<file path="src/hdl/pmc_pkg.sv">
package pmc_pkg;

  // ****************************************
  // Offsets
  // ****************************************
  localparam logic [7:0] PMC_OFS_PM = 8'h44;
  localparam logic [7:0] PMC_OFS_MSI_CTL = 8'h4c;
  localparam logic [7:0] PMC_OFS_MSI_LO = 8'h50;
  localparam logic [7:0] PMC_OFS_MSI_HI = 8'h54;

  // ****************************************
  // Field positions and constants
  // ****************************************
  localparam int PMC_BIT_NSR = 3;
  localparam int PMC_BIT_PME_EN = 8;
  localparam int PMC_BIT_PME_ST = 15;
  localparam int PMC_BIT_MSI_EN = 16;
  localparam int PMC_BIT_MSI_64 = 23;
  localparam logic [7:0] PMC_MSI_CAP_ID = 8'h05;
  localparam logic [7:0] PMC_MSI_NEXT = 8'h64;
  localparam logic [1:0] PMC_PS_D0 = 2'h0;
  localparam logic [1:0] PMC_PS_D3 = 2'h3;
  localparam logic PMC_RST_NSR = 1'b1;
  localparam logic [7:0] PMC_RST_DATA = 8'h00;
  localparam logic [31:0] PMC_RST_ADDR = 32'h0000_0000;

  typedef enum logic [2:0] {
    PMC_MW_IDLE = 3'b001,
    PMC_MW_REQ = 3'b010,
    PMC_MW_DONE = 3'b100
  } pmc_mw_e;

  typedef struct packed {
    logic [31:0] addr_hi;
    logic [31:0] addr_lo;
    logic wide;
  } pmc_mw_s;

endpackage : pmc_pkg

</file>
<file path="src/hdl/pmc_msg_writer.sv">
`timescale 1ns/1ps
module pmc_msg_writer (
  input wire logic mclk_i, // Core clock
  input wire logic rst_b_i, // Async reset, active low
  input wire logic msi_en_i, // Message enable
  input wire logic [31:0] addr_lo_i, // Low address
  input wire logic [31:0] addr_hi_i, // Upper address
  input wire logic irq_i, // Interrupt condition pulse
  input wire logic mw_ack_i, // Write accepted
  output logic mw_req_o, // Write request
  output pmc_pkg::pmc_mw_s mw_o, // Write target
  output logic intx_o // Legacy interrupt level
);
  pmc_pkg::pmc_mw_e state, next_state;
  pmc_pkg::pmc_mw_s next_mw;
  logic intx, next_intx;

  always_comb begin
    next_state = state;
    next_mw = mw_o;
    next_intx = intx;
    unique case (state)
      pmc_pkg::PMC_MW_IDLE: begin
        if (irq_i && msi_en_i) begin
          next_state = pmc_pkg::PMC_MW_REQ;
          next_mw.addr_lo = {addr_lo_i[31:2], 2'h0};
          next_mw.addr_hi = addr_hi_i;
          next_mw.wide = (addr_hi_i != 32'h0000_0000);
        end
      end
      pmc_pkg::PMC_MW_REQ: begin
        if (mw_ack_i) begin
          next_state = pmc_pkg::PMC_MW_DONE;
        end
      end
      pmc_pkg::PMC_MW_DONE: begin
        next_state = pmc_pkg::PMC_MW_IDLE;
      end
      default: begin
        next_state = pmc_pkg::PMC_MW_IDLE;
      end
    endcase
    // Legacy level only while messages are off
    if (msi_en_i) begin
      next_intx = 1'b0;
    end else if (irq_i) begin
      next_intx = 1'b1;
    end
  end

  always_ff @(posedge mclk_i or negedge rst_b_i) begin
    if (!rst_b_i) begin
      state <= pmc_pkg::PMC_MW_IDLE;
      mw_o <= '0;
      intx <= 1'b0;
    end else begin
      state <= next_state;
      mw_o <= next_mw;
      intx <= next_intx;
    end
  end

  assign mw_req_o = (state == pmc_pkg::PMC_MW_REQ);
  assign intx_o = intx;

  a_msi_no_intx: assert property (@(posedge mclk_i) disable iff (!rst_b_i)
    msi_en_i |=> !intx_o) else $error("legacy interrupt while messages enabled");
  a_msi_starts: assert property (@(posedge mclk_i) disable iff (!rst_b_i)
    (state == pmc_pkg::PMC_MW_IDLE && irq_i && msi_en_i) |=> mw_req_o)
    else $error("message write not requested");
  a_msi_wide: assert property (@(posedge mclk_i) disable iff (!rst_b_i)
    $rose(mw_req_o) |-> mw_o.addr_hi == $past(addr_hi_i)
    && mw_o.wide == ($past(addr_hi_i) != 32'h0000_0000))
    else $error("wrong write form");
  c_msi_write: cover property (@(posedge mclk_i) disable iff (!rst_b_i) mw_req_o && mw_ack_i);
endmodule : pmc_msg_writer

</file>
<file path="src/hdl/pmc_regs.sv">
`timescale 1ns/1ps
module pmc_regs #(
  parameter bit DOWNSTREAM = 1'b1 // Port is a downstream port
) (
  input wire logic mclk_i, // Core clock
  input wire logic rst_b_i, // Async reset, active low
  input wire logic cfg_wr_i, // Config write strobe
  input wire logic cfg_rd_i, // Config read strobe
  input wire logic [7:0] cfg_addr_i, // Config byte offset
  input wire logic [3:0] cfg_be_i, // Byte enables
  input wire logic [31:0] cfg_wdata_i, // Write data
  output logic [31:0] cfg_rdata_o, // Read data
  output logic cfg_hit_o, // Offset is implemented
  input wire logic preload_i, // Preload strobe from serial bus or autoload
  input wire logic preload_nsr_i, // Preload no-soft-reset value
  input wire logic [7:0] preload_data_i, // Preload data field
  input wire logic irq_i, // Interrupt condition pulse
  input wire logic mw_ack_i, // Message write accepted
  output logic mw_req_o, // Message write request
  output pmc_pkg::pmc_mw_s mw_o, // Message write target
  output logic intx_o, // Legacy interrupt level
  output logic hot_reset_o, // Internal hot reset pulse
  output logic downstream_reset_out_n, // Downstream reset, active low
  output logic pme_en_o, // Power event enable
  output logic [1:0] power_state_o // Current power state
);
  // ****************************************
  // Register state
  // ****************************************
  logic [1:0] pstate, next_pstate;
  logic nsr, next_nsr;
  logic pme_en, next_pme_en;
  logic [3:0] data_sel, next_data_sel;
  logic [7:0] pdata, next_pdata;
  logic msi_en, next_msi_en;
  logic [2:0] mme, next_mme;
  logic [29:0] addr_lo, next_addr_lo;
  logic [31:0] addr_hi, next_addr_hi;
  logic hot_rst, next_hot_rst;
  logic [31:0] rdata, next_rdata;

  function automatic logic [7:0] merge_byte(input logic [31:0] old_v, input int lane);
    merge_byte = cfg_be_i[lane] ? cfg_wdata_i[lane*8 +: 8] : old_v[lane*8 +: 8];
  endfunction : merge_byte

  function automatic logic is_msi(input logic [7:0] a);
    is_msi = DOWNSTREAM && (a == pmc_pkg::PMC_OFS_MSI_CTL || a == pmc_pkg::PMC_OFS_MSI_LO ||
      a == pmc_pkg::PMC_OFS_MSI_HI);
  endfunction : is_msi

  logic [31:0] pm_word, ctl_word, lo_word;
  logic wr_pm, wr_ctl, wr_lo, wr_hi;

  // ****************************************
  // Read words
  // ****************************************
  always_comb begin
    pm_word = '0;
    pm_word[1:0] = pstate;
    pm_word[pmc_pkg::PMC_BIT_NSR] = nsr;
    pm_word[pmc_pkg::PMC_BIT_PME_EN] = pme_en;
    pm_word[12:9] = data_sel;
    pm_word[pmc_pkg::PMC_BIT_PME_ST] = 1'b0;
    pm_word[23:22] = 2'h0;
    pm_word[31:24] = pdata;
    ctl_word = '0;
    ctl_word[7:0] = pmc_pkg::PMC_MSI_CAP_ID;
    ctl_word[15:8] = pmc_pkg::PMC_MSI_NEXT;
    ctl_word[pmc_pkg::PMC_BIT_MSI_EN] = msi_en;
    ctl_word[22:20] = mme;
    ctl_word[pmc_pkg::PMC_BIT_MSI_64] = 1'b1;
    lo_word = {addr_lo, 2'h0};
  end

  assign wr_pm = cfg_wr_i && cfg_addr_i == pmc_pkg::PMC_OFS_PM;
  assign wr_ctl = cfg_wr_i && cfg_addr_i == pmc_pkg::PMC_OFS_MSI_CTL && is_msi(cfg_addr_i);
  assign wr_lo = cfg_wr_i && cfg_addr_i == pmc_pkg::PMC_OFS_MSI_LO && is_msi(cfg_addr_i);
  assign wr_hi = cfg_wr_i && cfg_addr_i == pmc_pkg::PMC_OFS_MSI_HI && is_msi(cfg_addr_i);

  // ****************************************
  // Next values
  // ****************************************
  always_comb begin
    logic [7:0] b0;
    logic [7:0] b1;
    logic [7:0] b2;
    logic [31:0] lo_new;
    b0 = merge_byte(pm_word, 0);
    b1 = merge_byte(pm_word, 1);
    b2 = merge_byte(ctl_word, 2);
    lo_new = {merge_byte(lo_word, 3), merge_byte(lo_word, 2),
      merge_byte(lo_word, 1), merge_byte(lo_word, 0)};
    next_pstate = pstate;
    next_nsr = nsr;
    next_pme_en = pme_en;
    next_data_sel = data_sel;
    next_pdata = pdata;
    next_msi_en = msi_en;
    next_mme = mme;
    next_addr_lo = addr_lo;
    next_addr_hi = addr_hi;
    next_hot_rst = 1'b0;
    if (preload_i) begin
      next_nsr = preload_nsr_i;
      next_pdata = preload_data_i;
    end
    if (wr_pm) begin
      next_pstate = b0[1:0];
      next_pme_en = b1[0];
      next_data_sel = b1[4:1];
      // D3hot to D0 resets the port unless the no-soft-reset flag is set
      if (cfg_be_i[0] && pstate == pmc_pkg::PMC_PS_D3 && b0[1:0] == pmc_pkg::PMC_PS_D0) begin
        next_hot_rst = 1'b1;
      end
    end
    if (wr_ctl) begin
      next_msi_en = b2[0];
      next_mme = b2[6:4];
    end
    if (wr_lo) begin
      next_addr_lo = lo_new[31:2];
    end
    if (wr_hi) begin
      next_addr_hi = {merge_byte(addr_hi, 3), merge_byte(addr_hi, 2),
        merge_byte(addr_hi, 1), merge_byte(addr_hi, 0)};
    end
    next_rdata = rdata;
    if (cfg_rd_i) begin
      next_rdata = 32'h0000_0000;
      if (cfg_addr_i == pmc_pkg::PMC_OFS_PM) begin
        next_rdata = pm_word;
      end else if (is_msi(cfg_addr_i)) begin
        if (cfg_addr_i == pmc_pkg::PMC_OFS_MSI_CTL) begin
          next_rdata = ctl_word;
        end else if (cfg_addr_i == pmc_pkg::PMC_OFS_MSI_LO) begin
          next_rdata = lo_word;
        end else begin
          next_rdata = addr_hi;
        end
      end
    end
  end

  // ****************************************
  // Registers
  // ****************************************
  always_ff @(posedge mclk_i or negedge rst_b_i) begin
    if (!rst_b_i) begin
      pstate <= pmc_pkg::PMC_PS_D0;
      nsr <= pmc_pkg::PMC_RST_NSR;
      pme_en <= 1'b0;
      data_sel <= 4'h0;
      pdata <= pmc_pkg::PMC_RST_DATA;
      msi_en <= 1'b0;
      mme <= 3'h0;
      addr_lo <= pmc_pkg::PMC_RST_ADDR[31:2];
      addr_hi <= pmc_pkg::PMC_RST_ADDR;
      hot_rst <= 1'b0;
      rdata <= 32'h0000_0000;
    end else begin
      pstate <= next_pstate;
      nsr <= next_nsr;
      pme_en <= next_pme_en;
      data_sel <= next_data_sel;
      pdata <= next_pdata;
      msi_en <= next_msi_en;
      mme <= next_mme;
      addr_lo <= next_addr_lo;
      addr_hi <= next_addr_hi;
      hot_rst <= next_hot_rst;
      rdata <= next_rdata;
    end
  end

  assign cfg_rdata_o = rdata;
  assign cfg_hit_o = (cfg_addr_i == pmc_pkg::PMC_OFS_PM) || is_msi(cfg_addr_i);
  // Internal reset only when no-soft-reset is clear
  assign hot_reset_o = hot_rst && !nsr;
  assign downstream_reset_out_n = 1'b1;
  assign pme_en_o = pme_en;
  assign power_state_o = pstate;

  pmc_msg_writer u_writer (
    .mclk_i(mclk_i),
    .rst_b_i(rst_b_i),
    .msi_en_i(msi_en && DOWNSTREAM),
    .addr_lo_i({addr_lo, 2'h0}),
    .addr_hi_i(addr_hi),
    .irq_i(irq_i),
    .mw_ack_i(mw_ack_i),
    .mw_req_o(mw_req_o),
    .mw_o(mw_o),
    .intx_o(intx_o)
  );

  // ****************************************
  // Checks
  // ****************************************
  a_d3_d0_reset: assert property (@(posedge mclk_i) disable iff (!rst_b_i)
    (wr_pm && cfg_be_i[0] && pstate == pmc_pkg::PMC_PS_D3 && cfg_wdata_i[1:0] == 2'h0 && !nsr)
    |=> hot_reset_o) else $error("no hot reset on D3hot to D0");
  a_no_dn_reset: assert property (@(posedge mclk_i) disable iff (!rst_b_i)
    hot_reset_o |-> downstream_reset_out_n) else $error("downstream reset driven");
  a_nsr_blocks: assert property (@(posedge mclk_i) disable iff (!rst_b_i)
    nsr |-> !hot_reset_o) else $error("reset despite no-soft-reset");
  a_pstate_write: assert property (@(posedge mclk_i) disable iff (!rst_b_i)
    (wr_pm && cfg_be_i[0]) |=> power_state_o == $past(cfg_wdata_i[1:0]))
    else $error("power state not stored");
  a_pm_fixed: assert property (@(posedge mclk_i) disable iff (!rst_b_i)
    (cfg_rd_i && cfg_addr_i == pmc_pkg::PMC_OFS_PM) |=> cfg_rdata_o[15] == 1'b0
    && cfg_rdata_o[23:22] == 2'h0) else $error("fixed power bits not zero");
  a_pme_hold: assert property (@(posedge mclk_i) disable iff (!rst_b_i)
    !wr_pm |=> pme_en_o == $past(pme_en_o)) else $error("event enable changed");
  a_msi_header: assert property (@(posedge mclk_i) disable iff (!rst_b_i)
    (cfg_rd_i && cfg_addr_i == pmc_pkg::PMC_OFS_MSI_CTL && DOWNSTREAM) |=>
    cfg_rdata_o[15:0] == 16'h6405 && cfg_rdata_o[23]) else $error("bad capability header");
  a_data_ro: assert property (@(posedge mclk_i) disable iff (!rst_b_i)
    !preload_i |=> pdata == $past(pdata)) else $error("data field changed");
  a_addr_read: assert property (@(posedge mclk_i) disable iff (!rst_b_i)
    (cfg_rd_i && cfg_addr_i == pmc_pkg::PMC_OFS_MSI_LO && DOWNSTREAM) |=>
    cfg_rdata_o[1:0] == 2'h0) else $error("address low bits set");
  a_upstream_msi: assert property (@(posedge mclk_i) disable iff (!rst_b_i)
    (!DOWNSTREAM && cfg_rd_i && cfg_addr_i != pmc_pkg::PMC_OFS_PM) |=> cfg_rdata_o == 32'h0)
    else $error("capability on upstream port");
  c_d3_to_d0: cover property (@(posedge mclk_i) disable iff (!rst_b_i) hot_reset_o);
  c_msi_on: cover property (@(posedge mclk_i) disable iff (!rst_b_i) $rose(msi_en));
  c_preload: cover property (@(posedge mclk_i) disable iff (!rst_b_i) preload_i);
endmodule : pmc_regs

</file>
<file path="config.mk">
export PLATFORM = sky130hd
export DESIGN_NAME = pmc_regs
export DESIGN_NICKNAME = d
export VERILOG_FILES = /design/src/hdl/pmc_pkg.sv /design/src/hdl/pmc_msg_writer.sv /design/src/hdl/pmc_regs.sv
export SDC_FILE = /design/constraint.sdc
export NUM_CORES = 1
export LEC_CHECK = 0
export BUFFER_PORTS_ARGS = -buffer_cell sky130_fd_sc_hd__buf_2
export CAP_MARGIN = 20
export CORE_ASPECT_RATIO = 0.9
export CORE_MARGIN = 2
export CORE_UTILIZATION = 54
export DETAILED_ROUTE_END_ITERATION = 8
export PLACE_DENSITY = 0.8
export SYNTH_ARGS = -nofsm -noshare
export SYNTH_HDL_FRONTEND = slang
export SYNTH_SLANG_ARGS = --single-unit
</file>
<file path="constraint.sdc">
create_clock -name mclk_i -period 1.8 [get_ports mclk_i]
set_clock_uncertainty 0.05 [all_clocks]
set_input_delay 0.18 -clock mclk_i [delete_from_list [all_inputs] [get_ports mclk_i]]
set_output_delay 0.18 -clock mclk_i [all_outputs]
set_load 0.01 [all_outputs]
</file>
==> metrics.md, run 1 <==
| Metric | Value |
|---|---|
| Die W | `127 um` |
| Flop2flop setup slack | `approximately 0.25 ns` |
| Hold Path Class | `input port to register` |
| Row count | `40` |
| Hold EP | `cfg_rdata_o[21]` |
| MaxCap Viol Count | `0` |
| R2r worst-path depth | `5` |
| CTS buffer count | `17` |
| FFs w/ async S/R, synth | `1.00` |
| Setup Viol. Count Final | `0` |
| Worst R2R Start | `addr_hi[25]` |
| Arr. time, crit path | `between 2 and 2.5 ns` |
| Gp weighted congestion | `about 1` |
| Setup TNS | `0 ns` |
| Minimum clock period | `approximately 1.7 ns` |
| Met1 WL | `between 8 and 9 mm` |
| Largest net degree at the start of global routing | `56` |
| Sink Count | `182` |
| Final Core Density | `0.732` |
| Peak VDD IR | `roughly 0.9 mV` |
| Clock transition at path regs | `roughly 0.060 ns` |
| Number of setup buffers added after CTS | `0` |
| Layout cells sized above 1 | `0.505` |
| Power Density | `860 nW/um^2` |
| Avg Cell Area, Syn | `between 10 and 15 um^2` |
| Mapped cell area | `7410 um^2` |
| Final Hold Violating Endpoints | `0` |
| Antenna Nets Post-Route | `0` |
| Synth top area share | `0.608` |
| WP data required | `around 2.1 ns` |
| Final Max Tran Viols | `0` |
| DR pass1 iterations | `5` |
| Gr usage total | `0.273` |
| Synth Instances | `512` |
| H-tree lvl count | `4` |
| Total power | `about 0.0084 W` |
| Period utilization | `0.954` |
| DP Wirelength | `around 13 mm` |
| CORE AREA | `roughly 13000 um^2` |
| Residual DRC | `0` |
| Synth Register Bits | `approximately 180` |
| I/O Buffers | `between 150 and 200` |
| Most used DFF post-synth | `dfrtp_1` |
| Worst-Margin Slew | `~0.64 ns` |
| Highest metal used | `met4` |
| Gr ovfl total | `0` |
| Initial antenna violation count | `0` |
| CTS Root Cell | `clkbuf_16` |
| Layout net count | `~800` |
| WL met2 | `about 9.7 mm` |
| Post-synth EDFFs | `0` |
| Post-synthesis sequential area ratio | `0.615` |
| Most numerous cell in the Yosys netlist | `dfrtp_1` |
| Worst skew pair latency | `0.43 ns` |
| Crit Path Class | `input port to register` |
| Hold depth | `2` |
| Hold_sp | `cfg_rd_i` |
| Crit start category | `input port` |
| Synth cell types | `42` |
| Top post-synthesis cells by area | `dfrtp_1 (61%), mux2_2 (22%), mux2i_1 (3.4%), a22oi_1 (1.3%), o21ai_0 (1.1%)` |
| Most frequent cells after synthesis | `dfrtp_1 (180), mux2_2 (142), mux2i_1 (25)` |
| RR Endpoint | `u_writer.mw_o[0]` |
| # diodes | `0` |
| Met3 routed WL | `around 1.2 mm` |
| Dpl ws | `-0.0577 ns` |
| Status | `completed` |
| Unrepaired setup endpoints after global routing | `false` |
| Area Growth Syn to Fin | `32.0%` |
| First-pass GRT wire length | `30.2 mm` |
| Fin worst setup slack | `between 0.08 and 0.09 ns` |
| Initial Util | `0.555` |
| Achievable Freq | `a little under 0.6 GHz` |
| Routed via count | `approximately 5300` |
| Chip height | `~120 um` |
| YS warnings | `0` |
| Drt initial violations | `397` |
| Max FO, Critical Path | `4` |
| Vias in the first global route | `roughly 5700` |
| Vias/cell | `~5.7` |
| P_leak | `roughly 5 nW` |
| Post-Route WL | `between 15 and 20 mm` |
| CTS tree | `built` |
| Longest Clk Path Bufs | `2` |
| Setup crit end kind | `register` |
| Die Area | `between 10000 and 15000 um^2` |
| Slew headroom | `0.574` |
| IO Pins | `about 170` |
| Avg WL per Cell | `approximately 21 um` |
| Post-synth top area cell | `dfrtp_1` |
## stage by stage
stage / std cells / cell area (um^2) / hold slack, ns
global placement: 853 / 8750 / 0.135
floorplan: 513 / 7410 / -0.166
detailed placement: 853 / 8750 / 0.142
finish: 929 / 9780 / 0.109
CTS: 929 / 9780 / 0.0923
global route: 929 / 9780 / 0.105
## worst max path at each step
stage                     endpoint     startpoint  depth (start not counted)  slack [ns]
floorplan              addr_lo[10]  cfg_addr_i[2]                          5        0.14
global placement    cfg_rdata_o[0]  cfg_addr_i[4]                          6        0.02
detailed placement  cfg_rdata_o[0]  cfg_addr_i[4]                          6       -0.06
CTS                        hot_rst  cfg_addr_i[5]                          6        0.15
global route             cfg_hit_o  cfg_addr_i[5]                          7        0.02
finish                     hot_rst  cfg_addr_i[5]                          6        0.08
## power breakdown
part           internal (W)  total [W]  leakage [nW]  switching (W)
clock               0.00214    0.00364         0.279        0.00150
sequential          0.00418    0.00425          2.51      0.0000699
combinational      0.000256   0.000530          2.22       0.000274
total               0.00658    0.00842          5.00        0.00184
## cells by family after synthesis
group / after synthesis / synth area share
AOI/OAI and AO/OA: 63 / 0.0582
and+or+nand+nor: 67 / 0.0544
other: 2 / 0.00101
buffers and inverters: 29 / 0.0189
DFF: 182 / 0.615
muxes: 169 / 0.253
## cells in the final DEF (no fill, tap or decap), drive strengths merged, types with 3 or more instances in the layout
cell type	instances
o221ai	4
nand3	8
mux2	144
conb	3
o2bb2ai	8
clkbuf	23
dfrtp	180
nor2	16
clkinv	4
inv	5
a22oi	13
buf	196
mux2i	25
o21ai	21
nor2b	3
nand4	3
a21boi	5
nand2	16
nor4	9
dlygate4sd3	45
a211oi	5
## layout make-up
| class | count | area, um^2 |
|---|---|---|
| fill | 872 | 3580 |
| clock inverter | 8 | 98.8 |
| multi-input combinational | 302 | 2720 |
| clock buffer | 23 | 478 |
| sequential | 182 | 4560 |
| tap | 168 | 210 |
| timing repair buffer | 241 | 1700 |
| inverter | 5 | 18.8 |
## registers in the layout, indices dropped and copies added, names as in the netlist
register / count
addr_hi: 32
addr_lo: 30
cfg_rdata_o: 32
data_sel: 4
hot_rst: 1
mme: 3
msi_en: 1
nsr: 1
pdata: 8
pme_en_o: 1
power_state_o: 2
u_writer.intx_o: 1
u_writer.mw_o: 63
u_writer.state: 3
## metal layers
layer	global-route usage	up-vias
li1	-	2339
met1	0.358	2708
met2	0.442	219
met3	0.0726	31
met4	0.101	0
met5	0	-
## repair_timing
action	4_1_cts	5_1_grt
endpoints found under the setup margin	0	2
resized for setup	0	2
endpoints found under the hold margin	133	0
hold buffers	45	0
## worst max-delay path, cell delays in order
cell           delay (ns)
buf_2                0.11
nor4b_2              0.35
nand3_1              0.25
nor2_2               0.21
nor4b_1              0.33
dlygate4sd3_1        0.60
Power figures use the tool's default switching activity.
==> inputs of run 2 (changes only) <==
--- a/config.mk
+++ b/config.mk
@@ -7,7 +7,7 @@
 export LEC_CHECK = 0
 export BUFFER_PORTS_ARGS = -buffer_cell sky130_fd_sc_hd__buf_2
 export CAP_MARGIN = 20
-export CORE_ASPECT_RATIO = 0.9
+export CORE_ASPECT_RATIO = 0.7
 export CORE_MARGIN = 2
 export CORE_UTILIZATION = 54
 export DETAILED_ROUTE_END_ITERATION = 8
==> run 2 against run 1 <==
Compared with the run above: combinational power down 4%; fmax increased by 1.8%; global-route usage is 0.79 points lower; via count is 2.9% lower; core utilization is 0.057 points lower; count of clock-buffer cells in the layout is 3 lower; hold slack gained 0.031 ns; routed wire length decreased by 3.8%; sequential power is essentially flat; largest power group unchanged.
==> metrics.md, run 2 (synthesized netlist as in run 1, its figures left out) <==
| Metric | Value |
|---|---|
| CTS buffer count | `17` |
| Int Power | `~0.0064 W` |
| Peak VDD IR | `between 0.6 and 0.7 mV` |
| Worst-Margin Slew | `0.641 ns` |
| Setup Viol. Count Final | `0` |
| First-pass GRT wire length | `about 29 mm` |
| Final Max Tran Viols | `0` |
| Switching part of the total | `0.232` |
| Layout cells sized above 1 | `0.506` |
| Residual DRC | `0` |
| IO Pins | `165` |
| I/O Buffers | `161` |
| WP data required | `between 2 and 2.5 ns` |
| Worst skew pair latency | `between 0.4 and 0.5 ns` |
| Minimum clock period | `roughly 1.7 ns` |
| Crit Path Class | `input port to register` |
| Hold Path Class | `input port to register` |
| Area Growth Syn to Fin | `31.0%` |
| Crit start category | `input port` |
| Chip height | `102 um` |
| P_leak | `around 5.0 nW` |
| CORE AREA | `13300 um^2` |
| Commonest non-fill, non-tap cell in the layout | `dfrtp_1` |
| CTS tree | `built` |
| DP Wirelength | `13.2 mm` |
| Hold_sp | `preload_i` |
| Die Area | `roughly 15000 um^2` |
| Status | `completed` |
| Clk pwr share | `0.431` |
| Unrepaired setup endpoints after global routing | `false` |
| Routed via count | `between 5000 and 6000` |
| Power Density | `roughly 860 nW/um^2` |
| RR Endpoint | `u_writer.mw_o[0]` |
| Register area | `around 4600 um^2` |
| Initial antenna violation count | `0` |
| MaxCap Viol Count | `0` |
| Arr. time, crit path | `roughly 2.0 ns` |
| Hold EP | `pdata[2]` |
| Switch Pwr | `between 0.0015 and 0.002 W` |
| R2r worst-path depth | `4` |
| Vias in the first global route | `approximately 5500` |
| Hold depth | `2` |
| Die W | `between 100 and 150 um` |
| Reg with most FFs | `u_writer.mw_o` |
| Avg WL per Cell | `~20 um` |
| Gp weighted congestion | `~0.89` |
| Largest net degree at the start of global routing | `53` |
| Clock transition at path regs | `roughly 0.07 ns` |
| Dpl cells | `a little under 900` |
| Antenna Nets Post-Route | `0` |
| Post-Route WL | `approximately 19 mm` |
| DR pass1 iterations | `4` |
| Row count | `35` |
| Post-layout instance count excluding filler cells | `946` |
| # diodes | `0` |
| Initial Util | `0.559` |
| Max reg flops | `63` |
| Combinational Power Share | `0.061` |
| Most frequent cells in the layout | `dfrtp_1 (180), buf_2 (160), mux2_2 (142), dlygate4sd3_1 (45), buf_4 (27)` |
| CTS Root Cell | `clkbuf_16` |
| Gr usage total | `0.265` |
| Final Hold Violating Endpoints | `0` |
| Max FO, Critical Path | `5` |
| Drt initial violations | `approximately 220` |
| Layout net count | `around 810` |
| Period utilization | `0.937` |
| Achievable Freq | `0.593 GHz` |
| Fillers | `between 800 and 900` |
| Longest Clk Path Bufs | `2` |
| Seq pwr share | `0.508` |
| Vias/cell | `5.44` |
| Worst R2R Start | `addr_hi[18]` |
| Gr ovfl total | `0` |
| Sink Count | `182` |
| Flop2flop setup slack | `roughly 0.24 ns` |
| H-tree lvl count | `4` |
| Final Core Density | `0.732` |
| Area of the multi-input gates | `2720 um^2` |
| Setup crit end kind | `register` |
| Slew headroom | `0.571` |
| Setup TNS | `0 ns` |
| Worst setup path start | `cfg_addr_i[5]` |
[run 2: changes by cell type in the layout (fill, tap and decap cells not counted)]
cell,previous run,this run
and4bb_1,0,1
and4bb_2,1,0
buf_12,14,7
buf_4,21,27
bufinv_16,2,1
clkbuf_1,3,1
clkbuf_8,3,2
clkinv_2,3,2
clkinv_4,1,4
clkinvlp_4,2,1
inv_6,0,4
[run 2: worst max path at each step]
| stage | to | slack, ns |
|---|---|---|
| floorplan | addr_lo[10] | 0.14 |
| global placement | data_sel[0] | -0.02 |
| detailed placement | data_sel[0] | -0.04 |
| CTS | hot_rst | 0.11 |
| global route | hot_rst | 0.05 |
| finish | hot_rst | 0.11 |
[run 2: power by group through the flow]
stage	sequential [W]	clock [W]	combinational (W)
after floorplan	0.00431	0	0.000168
after global placement	0.00432	0	0.000422
after detailed placement	0.00432	0	0.000438
after CTS	0.00425	0.00364	0.000514
after global routing	0.00426	0.00381	0.000563
final	0.00425	0.00361	0.000511
[run 2: layout make-up]
cell class | instances | share of cell area
Timing Repair Buffer | 240 | 0.165
Inverter | 5 | 0.00193
Sequential cell | 182 | 0.469
Tap cell | 185 | 0.0238
Clock inverter | 12 | 0.0121
Multi-Input combinational cell | 302 | 0.280
Clock buffer | 20 | 0.0470
[run 2: worst max-delay path: stages]
cell and delay [ns]:
buf_2 0.11, nor4b_2 0.30, buf_4 0.19, nand3_1 0.17, nor2_2 0.20, nor4b_1 0.25
dlygate4sd3_1 0.59
[run 2: metal layers]
metal / track usage / part of all wire
met5: 0 / 0
met4: 0.0716 / 0.011
met3: 0.0590 / 0.055
met2: 0.441 / 0.49
met1: 0.358 / 0.45
[run 2: stage by stage]
step | cell area (um^2) | power [W] | setup slack, ns | hold WS [ns]
floorplan | 7410 | 0.00448 | 0.143 | -0.166
global placement | 8680 | 0.00474 | -0.0151 | 0.0439
detailed placement | 8680 | 0.00476 | -0.0407 | 0.0532
CTS | 9710 | 0.00840 | 0.109 | 0.138
global route | 9710 | 0.00863 | 0.0543 | 0.150
finish | 9710 | 0.00837 | 0.113 | 0.141
[run 2: repair_timing]
action,in CTS,in global routing
setup buffers,0,0
hold buffers,45,0
hold endpoints to repair,243,0
resized for setup,0,1
endpoints found under the setup margin,0,1
